**config.mk**
```make
export PLATFORM = sky130hd
export DESIGN_NAME = single_wire_debug_link
export DESIGN_NICKNAME = d
export VERILOG_FILES = /design/src/rtl/swd_link_pkg.sv /design/src/rtl/single_wire_debug_link.sv
export SDC_FILE = /design/constraint.sdc
export NUM_CORES = 1
export LEC_CHECK = 0
export BUFFER_PORTS_ARGS = -buffer_cell sky130_fd_sc_hd__buf_2
export CAP_MARGIN = 15
export CORE_MARGIN = 5
export CORE_UTILIZATION = 40
export CTS_CLUSTER_SIZE = 20
export DETAILED_ROUTE_END_ITERATION = 10
export PLACE_DENSITY_LB_ADDON = 0.12
export RECOVER_POWER = 25
export SYNTH_ARGS = -nofsm -noshare
export SYNTH_HDL_FRONTEND = slang
export SYNTH_SLANG_ARGS = --single-unit
```
**constraint.sdc**
```tcl
create_clock -name clk -period 3.05 [get_ports clk]
set_clock_uncertainty 0.2 [all_clocks]
set_input_delay 0.61 -clock clk [delete_from_list [all_inputs] [get_ports clk]]
set_output_delay 0.61 -clock clk [all_outputs]
set_load 0.01 [all_outputs]
```
**src/rtl/swd_link_pkg.sv**
```systemverilog
// constants and types shared by the single-wire debug link
package swd_link_pkg;
  localparam logic [3:0] OP_SHORT_RD = 4'h8;
  localparam logic [3:0] OP_SHORT_WR = 4'h9;
  localparam logic [3:0] OP_LONG_RD = 4'ha;
  localparam logic [3:0] OP_LONG_WR = 4'hb;
  localparam logic [3:0] OP_MEM_CRC = 4'he;
  // auto-baud character spans eight bit times between the measured rising edges
  localparam int AB_SHIFT = 3;
  // memory checksum works on 4K blocks
  localparam int BLOCK_SHIFT = 12;
  localparam logic [7:0] CRC8_POLY = 8'h07;
  localparam logic [7:0] CRC8_INIT = 8'h00;
  localparam logic [15:0] CRC16_POLY = 16'h1021;
  localparam logic [15:0] CRC16_INIT = 16'hffff;
  localparam logic [3:0] BITS_8N1 = 4'ha;
  localparam logic [3:0] BITS_9N1 = 4'hb;
  localparam logic [1:0] TAIL_FRAME = 2'h1;
  localparam logic [1:0] TAIL_CHECKSUM = 2'h3;
  localparam logic [1:0] TAIL_SUM_HI = 2'h2;
  typedef enum logic [3:0] {
    P_BAUD, P_CMD, P_SIZE, P_ZERO, P_A2, P_A1, P_A0, P_RDREQ, P_RDWAIT,
    P_WRDATA, P_CRCREQ, P_CRCWAIT, P_TAIL, P_TXWAIT
  } phase_e;
endpackage

```
**src/rtl/single_wire_debug_link.sv**
```systemverilog
// single-wire debug link: auto-baud, line drive, framing and memory commands
// Notes on behaviour
// - the auto-baud detector times from the rising edge that ends the start bit to the one that starts the stop bit
// - after the auto-baud character the measured value divided by eight becomes the baud reload and sets the bit clock
// - with output enable set and drive high clear the wire is driven both high and low while transmitting
// - with drive high set the wire is pulled high briefly for each transmitted one
// - with both output enable and drive high set each one is driven high for exactly one clock
// - with only drive high set a one is driven high until the wire reads high or mid-bit, whichever first
// - the high drive strength control switches the pin driver into high-drive mode
// - in 9-bit mode every character sent carries a ninth data bit supplied by software; each received ninth bit is reported
// - short read takes opcode 1000 with size, two address bytes, sign-extends and returns size+1 bytes and a CRC
// - short write takes opcode 1001, two address bytes and size+1 data bytes, stores them and returns a CRC
// - long read or write (1010/1011) takes 12 size bits, a zero byte, 3 address bytes, up to 4096 bytes, a CRC
// - the memory checksum command computes a checksum over the requested region and returns it
// - the checksum opcode 1110 carries a 12-bit count of 4K blocks starting at the given address with its low 12 bits cleared
`timescale 1ns/100ps
module single_wire_debug_link #(
  parameter int BAUD_W = 16,
  parameter logic [15:0] BAUD_INIT = 16'h0010
) (
  input wire logic clk,
  input wire logic rst,
  input wire logic pinIn,
  output logic pinOut,
  output logic pinOe,
  output logic highDrive,
  input wire logic outputEnable,
  input wire logic driveHigh,
  input wire logic highDriveEn,
  input wire logic nineBitMode,
  input wire logic txNinth,
  output logic rxNinth,
  output logic frameError,
  output logic autoBaudDone,
  output logic [BAUD_W-1:0] baudReload,
  output logic [23:0] memAddr,
  output logic [7:0] memWrData,
  output logic memWe,
  output logic memRe,
  input wire logic [7:0] memRdData
);
  localparam int REM_W = 25;
  localparam int AB_W = BAUD_W + swd_link_pkg::AB_SHIFT;

  typedef struct packed {
    swd_link_pkg::phase_e ph;
    logic [BAUD_W-1:0] baud;
    logic [1:0] abStep;
    logic [AB_W-1:0] abCnt;
    logic abDone;
    logic prevIn;
    logic rxOn;
    logic [BAUD_W-1:0] rxCnt;
    logic [3:0] rxIdx;
    logic [8:0] rxSh;
    logic rxNinth;
    logic frameErr;
    logic txOn;
    logic [BAUD_W-1:0] txCnt;
    logic [3:0] txIdx;
    logic [10:0] txSh;
    logic boost;
    logic [3:0] op;
    logic [11:0] size;
    logic [23:0] addr;
    logic [REM_W-1:0] rem;
    logic [7:0] crc8;
    logic [15:0] crc16;
    logic [1:0] tail;
    logic memRe;
    logic memWe;
    logic [23:0] memA;
    logic [7:0] memD;
  } state_s;

  state_s r;
  state_s n;
  logic rxDone;
  logic [7:0] rxByte;
  logic [3:0] nBits;
  logic isShort;

  function automatic logic [7:0] crc8Step(input logic [7:0] c, input logic [7:0] b);
    logic [7:0] x;
    x = c ^ b;
    for (int i = 0; i < 8; i++) begin
      x = x[7] ? ((x << 1) ^ swd_link_pkg::CRC8_POLY) : (x << 1);
    end
    return x;
  endfunction

  function automatic logic [15:0] crc16Step(input logic [15:0] c, input logic [7:0] b);
    logic [15:0] x;
    x = c ^ {b, 8'h00};
    for (int i = 0; i < 8; i++) begin
      x = x[15] ? ((x << 1) ^ swd_link_pkg::CRC16_POLY) : (x << 1);
    end
    return x;
  endfunction

  function automatic logic [10:0] txFrame(input logic nine, input logic ninth, input logic [7:0] b);
    return nine ? {1'b1, ninth, b, 1'b0} : {2'b11, b, 1'b0};
  endfunction

  assign nBits = nineBitMode ? swd_link_pkg::BITS_9N1 : swd_link_pkg::BITS_8N1;
  assign isShort = (r.op == swd_link_pkg::OP_SHORT_RD) || (r.op == swd_link_pkg::OP_SHORT_WR);

  always_comb begin
    logic rise;
    logic fall;
    logic sendReq;
    logic [7:0] sendByte;
    rise = pinIn & ~r.prevIn;
    fall = ~pinIn & r.prevIn;
    sendReq = 1'b0;
    sendByte = 8'h00;
    n = r;
    n.prevIn = pinIn;
    n.abDone = 1'b0;
    n.frameErr = 1'b0;
    n.memRe = 1'b0;
    n.memWe = 1'b0;
    rxDone = 1'b0;
    rxByte = nineBitMode ? r.rxSh[7:0] : r.rxSh[8:1];

    // auto-baud: wait for the start bit, then time three rising edges apart
    if (r.ph == swd_link_pkg::P_BAUD) begin
      n.abCnt = r.abCnt + 1'b1;
      unique case (r.abStep)
        2'd0: if (fall) n.abStep = 2'd1;
        2'd1: if (rise) begin
          n.abStep = 2'd2;
          n.abCnt = AB_W'(1);
        end
        2'd2: if (rise) n.abStep = 2'd3;
        2'd3: if (rise) begin
          n.baud = BAUD_W'(r.abCnt >> swd_link_pkg::AB_SHIFT);
          n.abDone = 1'b1;
          n.abStep = 2'd0;
          n.ph = swd_link_pkg::P_CMD;
        end
      endcase
    end else if (!r.rxOn && !r.txOn && fall) begin
      // half duplex: own transmissions are never received
      n.rxOn = 1'b1;
      n.rxCnt = r.baud >> 1;
      n.rxIdx = 4'h0;
    end else if (r.rxOn) begin
      if (r.rxCnt == '0) begin
        n.rxCnt = r.baud - 1'b1;
        n.rxIdx = r.rxIdx + 1'b1;
        if (r.rxIdx == 4'h0) begin
          n.rxOn = ~pinIn;
        end else if (r.rxIdx == nBits - 1'b1) begin
          n.rxOn = 1'b0;
          n.frameErr = ~pinIn;
          rxDone = pinIn;
          n.rxNinth = r.rxSh[8];
        end else begin
          n.rxSh = {pinIn, r.rxSh[8:1]};
        end
      end else begin
        n.rxCnt = r.rxCnt - 1'b1;
      end
    end

    // command framing
    unique case (r.ph)
      swd_link_pkg::P_BAUD: ;
      swd_link_pkg::P_CMD: if (rxDone) begin
        n.op = rxByte[7:4];
        n.size = {8'h00, rxByte[3:0]};
        n.crc8 = crc8Step(swd_link_pkg::CRC8_INIT, rxByte);
        if (rxByte[7:4] == swd_link_pkg::OP_SHORT_RD || rxByte[7:4] == swd_link_pkg::OP_SHORT_WR) begin
          n.ph = swd_link_pkg::P_A1;
        end else if (rxByte[7:4] == swd_link_pkg::OP_LONG_RD || rxByte[7:4] == swd_link_pkg::OP_LONG_WR ||
                     rxByte[7:4] == swd_link_pkg::OP_MEM_CRC) begin
          n.ph = swd_link_pkg::P_SIZE;
        end
      end
      swd_link_pkg::P_SIZE: if (rxDone) begin
        n.size[11:4] = rxByte;
        n.crc8 = crc8Step(r.crc8, rxByte);
        n.ph = swd_link_pkg::P_ZERO;
      end
      swd_link_pkg::P_ZERO: if (rxDone) begin
        n.crc8 = crc8Step(r.crc8, rxByte);
        n.ph = swd_link_pkg::P_A2;
      end
      swd_link_pkg::P_A2: if (rxDone) begin
        n.addr[23:16] = rxByte;
        n.crc8 = crc8Step(r.crc8, rxByte);
        n.ph = swd_link_pkg::P_A1;
      end
      swd_link_pkg::P_A1: if (rxDone) begin
        n.addr[15:8] = rxByte;
        if (isShort) n.addr[23:16] = {8{rxByte[7]}};
        n.crc8 = crc8Step(r.crc8, rxByte);
        n.ph = swd_link_pkg::P_A0;
      end
      swd_link_pkg::P_A0: if (rxDone) begin
        n.crc8 = crc8Step(r.crc8, rxByte);
        n.tail = swd_link_pkg::TAIL_FRAME;
        n.rem = REM_W'(r.size) + REM_W'(1);
        n.addr[7:0] = rxByte;
        if (r.op == swd_link_pkg::OP_MEM_CRC) begin
          // low 12 address bits are don't-care: regions start on a block boundary
          n.addr[11:0] = 12'h000;
          n.rem = REM_W'(r.size) << swd_link_pkg::BLOCK_SHIFT;
          n.crc16 = swd_link_pkg::CRC16_INIT;
          n.tail = swd_link_pkg::TAIL_CHECKSUM;
          n.ph = (r.size == 12'h000) ? swd_link_pkg::P_TAIL : swd_link_pkg::P_CRCREQ;
        end else if (r.op[0]) begin
          n.ph = swd_link_pkg::P_WRDATA;
        end else begin
          n.ph = swd_link_pkg::P_RDREQ;
        end
      end
      swd_link_pkg::P_RDREQ: begin
        n.memRe = 1'b1;
        n.memA = r.addr;
        n.ph = swd_link_pkg::P_RDWAIT;
      end
      swd_link_pkg::P_RDWAIT: begin
        sendReq = 1'b1;
        sendByte = memRdData;
        n.addr = r.addr + 1'b1;
        n.rem = r.rem - 1'b1;
        n.ph = swd_link_pkg::P_TXWAIT;
      end
      swd_link_pkg::P_WRDATA: if (rxDone) begin
        n.memWe = 1'b1;
        n.memA = r.addr;
        n.memD = rxByte;
        n.addr = r.addr + 1'b1;
        n.rem = r.rem - 1'b1;
        n.crc8 = crc8Step(r.crc8, rxByte);
        if (r.rem == REM_W'(1)) n.ph = swd_link_pkg::P_TAIL;
      end
      swd_link_pkg::P_CRCREQ: begin
        n.memRe = 1'b1;
        n.memA = r.addr;
        n.ph = swd_link_pkg::P_CRCWAIT;
      end
      swd_link_pkg::P_CRCWAIT: begin
        n.crc16 = crc16Step(r.crc16, memRdData);
        n.addr = r.addr + 1'b1;
        n.rem = r.rem - 1'b1;
        n.ph = (r.rem == REM_W'(1)) ? swd_link_pkg::P_TAIL : swd_link_pkg::P_CRCREQ;
      end
      swd_link_pkg::P_TAIL: begin
        if (r.tail == 2'h0) begin
          n.ph = swd_link_pkg::P_CMD;
        end else begin
          sendReq = 1'b1;
          sendByte = (r.tail == swd_link_pkg::TAIL_CHECKSUM) ? r.crc16[7:0] :
                     (r.tail == swd_link_pkg::TAIL_SUM_HI) ? r.crc16[15:8] : r.crc8;
          n.tail = r.tail - 1'b1;
          n.ph = swd_link_pkg::P_TXWAIT;
        end
      end
      swd_link_pkg::P_TXWAIT: if (!r.txOn) begin
        n.ph = (!r.op[0] && r.op != swd_link_pkg::OP_MEM_CRC && r.rem != '0 && r.tail != 2'h0) ?
               swd_link_pkg::P_RDREQ : swd_link_pkg::P_TAIL;
      end
    endcase

    // transmitter and line drive
    if (sendReq) begin
      n.crc8 = crc8Step(r.crc8, sendByte);
      n.txOn = 1'b1;
      n.txSh = txFrame(nineBitMode, txNinth, sendByte);
      n.txIdx = 4'h0;
      n.txCnt = r.baud - 1'b1;
      n.boost = 1'b0;
    end else if (r.txOn) begin
      if (r.txCnt == '0) begin
        n.txCnt = r.baud - 1'b1;
        n.txIdx = r.txIdx + 1'b1;
        n.txSh = r.txSh >> 1;
        n.boost = driveHigh & r.txSh[1];
        if (r.txIdx == nBits - 1'b1) begin
          n.txOn = 1'b0;
          n.boost = 1'b0;
        end
      end else begin
        n.txCnt = r.txCnt - 1'b1;
        if (outputEnable) begin
          n.boost = 1'b0;
        end else if (pinIn || r.txCnt == (r.baud >> 1)) begin
          n.boost = 1'b0;
        end
      end
    end
  end

  always_ff @(posedge clk) begin
    if (rst) begin
      r <= '0;
      r.baud <= BAUD_W'(BAUD_INIT);
      r.prevIn <= 1'b1;
    end else begin
      r <= n;
    end
  end

  // a one is released to the pull-up except while boosted or under push-pull drive
  assign pinOe = r.txOn & (~r.txSh[0] | r.boost | (outputEnable & ~driveHigh));
  assign pinOut = r.txOn ? r.txSh[0] : 1'b1;
  assign highDrive = highDriveEn;
  assign rxNinth = r.rxNinth;
  assign frameError = r.frameErr;
  assign autoBaudDone = r.abDone;
  assign baudReload = r.baud;
  assign memAddr = r.memA;
  assign memWrData = r.memD;
  assign memWe = r.memWe;
  assign memRe = r.memRe;
endmodule

```
==> results of run 1 <==
## cells by family after synthesis
logic type	after synthesis	synth area share [%]
and+or+nand+nor	753	25.53
AOI/OAI and AO/OA	455	20.13
DFF	233	32.76
buffers and inverters	210	7.048
xor gates and xnor gates	152	9.737
muxes	40	2.856
adders and majority gates	22	1.933
## stage by stage
step	hold slack [ns]	cell area, sq um	instances	setup slack [ns]
2_1_floorplan	0.2321	14240	1865	0.04142
3_3_place_gp	0.2373	15290	2339	0.1204
3_5_place_dp	0.2424	15290	2339	0.04343
4_1_cts	0.09899	16330	2389	0.02216
5_1_grt	0.1310	16240	2390	0.01402
6_report	0.1340	16240	2390	0.2059
## layer usage
layer / vias to the layer above / global-route usage [%]
li1: 6662 / -
met1: 6364 / 31.36
met2: 336 / 32.50
met3: 69 / 3.946
met4: 0 / 4.965
met5: - / 0
## placed cells by master, fill, tap and decap left out, types with 9 or more instances in the layout
cell type	n
o211ai_1	9
nor3_1	71
buf_2	25
nand3_1	46
nand3b_1	9
a21oi_1	159
nand4_1	21
o21ai_0	109
dfxtp_1	233
nand2_1	218
clkbuf_16	29
or3_1	14
a211oi_1	41
clkbuf_1	61
a22oi_1	15
inv_1	40
nor3b_1	10
buf_4	92
mux2i_1	35
nor4_1	35
nand2b_1	20
o22ai_1	10
nor2_1	226
a21o_1	9
xor2_1	60
xnor2_1	88
a221oi_1	12
nor2b_1	19
ha_1	22
## worst max-delay path, stage by stage (launching register included)
cell	delay [ns]
dfxtp_1	0.35
or4_1	0.71
nor4_4	0.30
nand4_2	0.21
nor4_2	0.28
buf_4	0.27
nor3_1	0.07
a211o_1	0.28
a21oi_1	0.11
## state kept, by name (all words and copies together) (netlist names), named ones only
register	count
r	179
memAddr	24
baudReload	16
memWrData	8
autoBaudDone	1
frameError	1
memRe	1
memWe	1
rxNinth	1
## power groups by stage
stage | sequential, mW | combinational [mW] | clock (mW)
after detailed placement | 3.12 | 0.179 | 0
after global placement | 3.12 | 0.178 | 0
after global routing | 3.06 | 0.196 | 4.00
final | 3.06 | 0.178 | 3.79
after CTS | 3.06 | 0.180 | 3.90
after floorplan | 3.12 | 0.126 | 0
## layout make-up
class | instances | area, sq um | area share [%]
Sequential cell | 233 | 4664 | 28.71
Tap cell | 461 | 576.8 | 3.551
Multi-Input combinational cell | 1422 | 8608 | 52.99
Timing Repair Buffer | 182 | 1197 | 7.371
Antenna cell | 1 | 2.502 | 0.01540
Clock buffer | 38 | 799.5 | 4.922
Clock inverter | 12 | 241.5 | 1.487
Inverter | 41 | 153.9 | 0.9474
## worst max-delay path by stage
stage	to	slack (ns)	cells past startpoint
2_1_floorplan	r[230]$_SDFF_PP0_	0.04	11
3_3_place_gp	r[52]$_SDFFE_PP0P_	0.12	8
3_5_place_dp	r[52]$_SDFFE_PP0P_	0.04	8
4_1_cts	r[52]$_SDFFE_PP0P_	0.02	8
5_1_grt	r[230]$_SDFF_PP0_	0.01	9
6_report	r[54]$_SDFFE_PP0P_	0.21	8
==> results.json, run 1 <==
{
  "outcome": "finished, final reports clean",
  "drt_pre_antenna_iters": 5,
  "cts_tree": "built",
  "top_layer_used": "met4",
  "synth_edf_count": 0,
  "fmax_mhz": 351.6,
  "dpl.hpwl_mm": 31.35,
  "die-width_microns": 198.7,
  "drtIter0Drc": 893,
  "setup_tns_ns": 0,
  "rsz0062_at_grt": "false",
  "met2_length_mm": 18.68,
  "ir_drop_uv": 525.9,
  "critical_path_arrival_ns": 3.14,
  "netlist_area_sq_um": 14240,
  "rows": 69,
  "syn_inst": 1865,
  "max-cap-violations": 0,
  "synth.avg_cell_area_sq_um": 7.634,
  "slew_violations": 0,
  "clockBufferDepth": 3,
  "critical_path.max_fanout": 11,
  "cts_setup_buffers": 0,
  "cts_root_buf": "clkbuf_16",
  "synth_top_area_cell": "dfxtp_1",
  "synth_top_cell_area_share_pct": 32.76,
  "fp.dieArea_sq_um": 39470,
  "clock-sinks": 233,
  "grt_pass1_wl_mm": 69.37,
  "cts.htree.levels": 1,
  "synth_area_leaders": "dfxtp_1, nor2_1, nand2_1, a21oi_1, xnor2_1",
  "ys_seq_elements": 233,
  "routed_wl_mm": 43.15,
  "cp.required_ns": 3.34,
  "core_area_sq_um": 35400,
  "worstSkewPairLatency_ns": 0.56,
  "min_from": "driveHigh",
  "p_clk_share_pct": 54.0,
  "via_per_inst": 5.620,
  "seqPwrFrac_pct": 43.5,
  "synthArstFlopShare_pct": 0,
  "p_leak_nw": 5.757,
  "intPower_mw": 5.530,
  "ctsHoldBuffers": 0,
  "power_mw": 7.025,
  "rr_worst_depth": 8,
  "worstMarginPinSlew_ns": 0.7319,
  "fill_cells": 3658,
  "min_period_ns": 2.844,
  "critical_path_class": "register to register",
  "slew_headroom_pct": 49.81,
  "yosysWarningCount": 0,
  "yosysSeqAreaShare_pct": 32.76,
  "finalSetupViolations": 0,
  "syn_to_final_growth_pct": 14.10,
  "cts_resized": 0,
  "wire_per_inst_microns": 18.05,
  "clk_pin_slew_ns": 0.06,
  "num_io_pins": 72,
  "period_share_pct": 93.25,
  "initial_core_util_pct": 40.22,
  "startpoint": "r[181]$_SDFFE_PP0P_",
  "holdPathEnd": "r[125]$_SDFFE_PP0P_",
  "r2r_slack_ns": 0.21,
  "antenna_found_initial": 2,
  "cp-end-kind": "register",
  "route.met3.wl_mm": 2.449,
  "finalHoldViolCount": 0,
  "globalplace.congestion": 0.8881,
  "cts-buffers-inserted": 29,
  "first_global_vias": 12510,
  "yosysMostFrequentCell": "dfxtp_1",
  "grt_max_degree": 73,
  "nNetsFinal": 1947,
  "layout-drive-gt1-share_pct": 11.41,
  "yosysUniqueCellTypes": 88,
  "powerDensity_nw_per_um2": 432.5,
  "pwr-share-comb_pct": 2.5,
  "vias": 13430,
  "whs_path_depth": 3,
  "swShare_pct": 21.28,
  "synth_nets": 1903,
  "synthFlopType": "dfxtp_1",
  "final_util_pct": 45.89,
  "p_sw_mw": 1.495,
  "die_height_microns": 198.7,
  "grt_usage_pct": 21.33,
  "numPortBuffers": 69,
  "ant_nets": 0,
  "rr_startpoint": "r[181]$_SDFFE_PP0P_",
  "grt-ovfl-total": 0,
  "drcViolationCount": 0,
  "r2r_end": "r[54]$_SDFFE_PP0P_",
  "hold_class": "input port to register",
  "ys_top_cells_by_count": "dfxtp_1, nor2_1, nand2_1, a21oi_1, o21ai_0",
  "start_kind": "register",
  "met1_length_mm": 20.94
}
Power figures use the tool's default switching activity.
==> run 2: changes to the inputs <==
CORE_UTILIZATION = 50   (was 40)
==> run 2 against run 1 <==
- core utilization increased by 11 points
- worst setup slack got worse by 0.055 ns
- die area fell by 19%
- clock power is 9.0% lower
- fmax is 1.9% lower
- global-route usage increased by 3.8 points
- non-clock buffer count shrank 18
- hold slack better by 0.019 ns
==> results.json, run 2 (synthesis results as in run 1) <==
{
  "grt_max_degree": 56,
  "cts-buffers-inserted": 28,
  "nNetsFinal": 1928,
  "clock-sinks": 233,
  "grt_pass1_wl_mm": 66.63,
  "routed_wl_mm": 40.83,
  "die_height_microns": 178.7,
  "grt_usage_pct": 25.15,
  "ant_nets": 0,
  "num_io_pins": 72,
  "slew_violations": 0,
  "slew_headroom_pct": 43.23,
  "fp.dieArea_sq_um": 31950,
  "ir_drop_uv": 391.5,
  "regMostFlops": "r",
  "critical_path.max_fanout": 6,
  "critical_path_arrival_ns": 3.12,
  "rr_startpoint": "r[77]$_SDFFE_PP0P_",
  "drt_pre_antenna_iters": 6,
  "globalplace.congestion": 0.9233,
  "hold_class": "input port to register",
  "final_common_cell": "dfxtp_1",
  "cts_tree": "built",
  "critical_path_class": "register to register",
  "place_area_sq_um": 15020,
  "cp-end-kind": "register",
  "powerDensity_nw_per_um2": 420.9,
  "first_global_vias": 12470,
  "timing.hold.ws_ns": 0.1528,
  "clockBufferDepth": 3,
  "fill_cells": 2701,
  "grt-ovfl-total": 0,
  "wire_per_inst_microns": 17.84,
  "die-width_microns": 178.7,
  "finalSetupViolations": 0,
  "drcViolationCount": 0,
  "initial_core_util_pct": 50.97,
  "cts.htree.levels": 1,
  "numPortBuffers": 69,
  "cp.required_ns": 3.27,
  "vias": 13570,
  "worstMarginPinSlew_ns": 0.8516,
  "fin_area_sq_um": 15890,
  "clk_pin_slew_ns": 0.06,
  "finalHoldViolCount": 0,
  "rows": 61,
  "dpl.hpwl_mm": 29.16,
  "final_util_pct": 56.87,
  "final_cell_mix": "dfxtp_1, nor2_1, nand2_1",
  "start_kind": "register",
  "max-cap-violations": 0,
  "antenna_found_initial": 1,
  "worstSkewPairLatency_ns": 0.54,
  "period_share_pct": 95.05,
  "p_leak_nw": 5.602,
  "min_from": "driveHigh",
  "drtIter0Drc": 1523,
  "setup_tns_ns": 0,
  "outcome": "finished, final reports clean",
  "layout-drive-gt1-share_pct": 10.32,
  "largest_reg_flops": 179,
  "rsz0062_at_grt": "false",
  "startpoint": "r[77]$_SDFFE_PP0P_",
  "syn_to_final_growth_pct": 11.57,
  "via_per_inst": 5.929,
  "core_area_sq_um": 27930,
  "cts_setup_buffers": 0,
  "fmax_mhz": 344.9,
  "min_period_ns": 2.899,
  "cts_root_buf": "clkbuf_16"
}
==> run 2: cell types whose count changed in the layout (fill, tap and decap cells not counted), sizes merged <==
cell / delta
bufinv: -4
buf: -19
inv: -1
clkinvlp: +1
clkbuf: +3
clkinv: +1
==> run 2: worst max-delay path, stage by stage, from the launching register on <==
cell and delay, ns:
dfxtp_1 0.35, or4_2 0.74, nor4_1 0.37, nand3b_1 0.18, buf_4 0.19, nor3_1 0.22
buf_4 0.17, o21ai_0 0.07, nor3_1 0.18, a21boi_0 0.11
==> run 2: timing repair <==
| item | in CTS | in global routing |
|---|---|---|
| endpoints found under the setup margin | 0 | 5 |
| hold buffers | 0 | 0 |
| gates resized for setup | 0 | 4 |
| hold endpoints to repair | 0 | 0 |
==> run 2: per-layer routing <==
metal	vias to the layer above	wire, microns	GRT usage [%]	part of all wire (%)
li1	6617	-	-	-
met1	6391	19240	37.19	47
met2	484	17800	38.18	44
met3	74	2909	4.070	7.1
met4	0	881	6.396	2.2
met5	-	0	0	0
==> run 2: where the power goes <==
part | switching [mW] | total, mW | internal [mW]
clock network | 1.33 | 3.45 | 2.12
logic | 0.113 | 0.175 | 0.0619
registers | 0.00700 | 3.06 | 3.05
total | 1.45 | 6.69 | 5.23
==> run 2: cell type report <==
| cell class | instances | area (sq um) | area share [%] |
|---|---|---|---|
| Antenna cell | 1 | 2.502 | 0.01575 |
| Clock buffer | 40 | 827.0 | 5.206 |
| Clock inverter | 9 | 128.9 | 0.8113 |
| Inverter | 41 | 153.9 | 0.9688 |
| Multi-Input combinational cell | 1422 | 8596 | 54.11 |
| Sequential cell | 233 | 4664 | 29.36 |
| Tap cell | 378 | 473.0 | 2.977 |
| Timing Repair Buffer | 164 | 1040 | 6.545 |
==> run 2: worst paths after layout <==
check                        endpoint  slack [ns]  depth (start not counted)
min               r[125]$_SDFFE_PP0P_        0.15                          3
max                 r[230]$_SDFF_PP0_        0.15                          9
max reg2reg         r[230]$_SDFF_PP0_        0.15                          9
min reg2reg  memAddr[22]$_SDFFE_PP0P_        0.25                          2
==> run 2: metrics by stage <==
step / power (mW) / std cells / setup slack, ns
2_1_floorplan: 3.247 / 1865 / 0.04142
3_3_place_gp: 3.296 / 2238 / 0.1282
3_5_place_dp: 3.298 / 2238 / 0.08177
4_1_cts: 6.757 / 2287 / 0.1380
5_1_grt: 6.897 / 2288 / 0.01399
6_report: 6.686 / 2288 / 0.1509
==> run 3: changes to the inputs <==
PLACE_DENSITY_LB_ADDON = 0.15   (was 0.12)
SLEW_MARGIN = 10   (was unset)
==> run 3 against run 2 <==
- global-route usage up 0.12 points
- critical path depth fell by 2
- core utilization decreased by 0.26 points
- largest cell class unchanged
==> results.json, run 3 (synthesis results as in run 1) <==
{
  "outcome": "finished, final reports clean",
  "via_per_inst": 5.852,
  "seqPwrFrac_pct": 46.8,
  "worstMarginPinSlew_ns": 0.8668,
  "vias": 13390,
  "period_share_pct": 94.40,
  "worstSkewPairLatency_ns": 0.54,
  "grt_most_used_layer": "met2",
  "cp_num_buf_inv": 0,
  "ir_drop_uv": 317.3,
  "setup_tns_ns": 0,
  "fill_cells": 2697,
  "cts-buffers-inserted": 27,
  "multi_input_area_sq_um": 8607,
  "ant_nets": 0,
  "cts.htree.levels": 1,
  "power_mw": 6.525,
  "fin_area_sq_um": 15810,
  "intPower_mw": 5.071,
  "finalHoldViolCount": 0,
  "timing.hold.ws_ns": 0.1660,
  "die_height_microns": 178.7,
  "die-width_microns": 178.7,
  "drcViolationCount": 0,
  "clockBufferDepth": 3,
  "r2r_end": "r[82]$_SDFFE_PP0P_",
  "nNetsFinal": 1927,
  "rr_worst_depth": 7,
  "rsz0062_at_grt": "false",
  "p_sw_mw": 1.454,
  "min_from": "driveHigh",
  "min_period_ns": 2.879,
  "numPortBuffers": 69,
  "antenna_found_initial": 1,
  "num_io_pins": 72,
  "powerDensity_nw_per_um2": 412.6,
  "clock-sinks": 233,
  "grt_util_met2_pct": 38.53,
  "crit_cells": 7,
  "slew_violations": 0,
  "layout-drive-gt1-share_pct": 10.58,
  "grt_usage_pct": 25.27,
  "rows": 61,
  "critical-path-max-stage-delay_ns": 0.60,
  "critPathTopFamily": "simple AND/OR/NAND/NOR gates",
  "critical_path.max_fanout": 9,
  "finalSetupViolations": 0,
  "globalplace.congestion": 0.9173,
  "core_area_sq_um": 27930,
  "drt_pre_antenna_iters": 7,
  "grt_pass1_wl_mm": 67.04,
  "grt-ovfl-total": 0,
  "cpMaxStageDelayCell": "or4_4",
  "clk_pin_slew_ns": 0.06,
  "use_met3_pct": 4.534,
  "r2r_slack_ns": 0.17,
  "worstPathCellList": "or4_4 -> or4b_4 -> or2_4 -> or3_4 -> a21o_1 -> a22oi_1 -> nor2_1",
  "first_global_vias": 12670,
  "cts_root_buf": "clkbuf_16",
  "grt_max_degree": 58,
  "final_cell_mix": "dfxtp_1, nor2_1, nand2_1",
  "whs_path_depth": 3,
  "slew_headroom_pct": 42.00,
  "cp-end-kind": "register",
  "syn_to_final_growth_pct": 11.06,
  "p_clk_share_pct": 50.4,
  "fin_ws_ns": 0.1707,
  "critical_path_arrival_ns": 3.09,
  "regMostFlops": "r",
  "p_leak_nw": 5.555,
  "place_area_sq_um": 14980,
  "start_kind": "register",
  "post-place-ws_ns": 0.03771,
  "initial_core_util_pct": 50.97,
  "pwr-share-comb_pct": 2.7,
  "largest_reg_flops": 179,
  "fmax_mhz": 347.3,
  "hold_class": "input port to register",
  "final_common_cell": "dfxtp_1",
  "ctsHoldBuffers": 0,
  "rr_startpoint": "r[65]$_SDFFE_PP0P_",
  "holdPathEnd": "r[125]$_SDFFE_PP0P_",
  "wire_per_inst_microns": 17.78,
  "max-cap-violations": 0,
  "cts_tree": "built",
  "swShare_pct": 22.28,
  "cp.required_ns": 3.27,
  "grt_util_met1_pct": 37.00,
  "dpl.hpwl_mm": 29.33,
  "drtIter0Drc": 1244,
  "register_area_sq_um": 4664,
  "fp.dieArea_sq_um": 31950,
  "critical_path_class": "register to register",
  "routed_wl_mm": 40.69
}
==> run 3: changes by cell type in the layout (fill, tap and decap cells not counted), sizes merged <==
cell / delta
clkbuf: -7
buf: +3
clkinv: +2
clkinvlp: +1
inv: +1
==> run 3: power groups by stage <==
stage                     Combinational [mW]  Clock [mW]  Sequential (mW)
after floorplan                        0.126           0             3.12
after global placement                 0.175           0             3.12
after detailed placement               0.176           0             3.12
after CTS                              0.177        3.35             3.06
after global routing                   0.195        3.49             3.05
final                                  0.178        3.29             3.06
==> run 3: worst register-to-register path: cells and delay by family (launching register included) <==
| family | cells | cell delay, ns |
|---|---|---|
| compound gates | 2 | 0.33 |
| simple gates | 5 | 1.85 |
| flops | 1 | 0.38 |
==> run 3: stage by stage <==
step	std cells	util (%)
floorplan	1865	-
global placement	2238	53.63
detailed placement	2238	53.63
CTS	2287	56.84
global route	2288	56.61
finish	2288	56.61
==> run 3: cell type report <==
class / count / area share [%]
multi-input cells: 1422 / 54.43
flip-flops and latches: 233 / 29.50
repair buffers: 164 / 6.433
clock buffers: 36 / 4.676
well taps: 378 / 2.991
clock inverters: 13 / 0.9812
inverters: 41 / 0.9733
diodes: 1 / 0.01583
==> run 3: how the worst max path moves through the flow <==
stage / start / to / slack [ns]
floorplan: nineBitMode / r[230]$_SDFF_PP0_ / 0.04
global placement: r[65]$_SDFFE_PP0P_ / r[229]$_SDFF_PP0_ / 0.12
detailed placement: r[65]$_SDFFE_PP0P_ / r[229]$_SDFF_PP0_ / 0.04
CTS: r[65]$_SDFFE_PP0P_ / r[229]$_SDFF_PP0_ / 0.006
global route: r[34]$_SDFFE_PP0P_ / r[57]$_SDFFE_PP0P_ / 0.007
finish: r[65]$_SDFFE_PP0P_ / r[82]$_SDFFE_PP0P_ / 0.17
==> run 3: layer usage <==
metal | up-vias | wire length, microns
li1 | 6610 | -
met1 | 6301 | 19360
met2 | 402 | 17640
met3 | 76 | 2818
met4 | 0 | 875
met5 | - | 0
==> run 3: timing repair <==
item | 4_1_cts | 5_1_grt
endpoints found under the setup margin | 0 | 7
resized for setup | 0 | 6
buffers inserted | 0 | 0
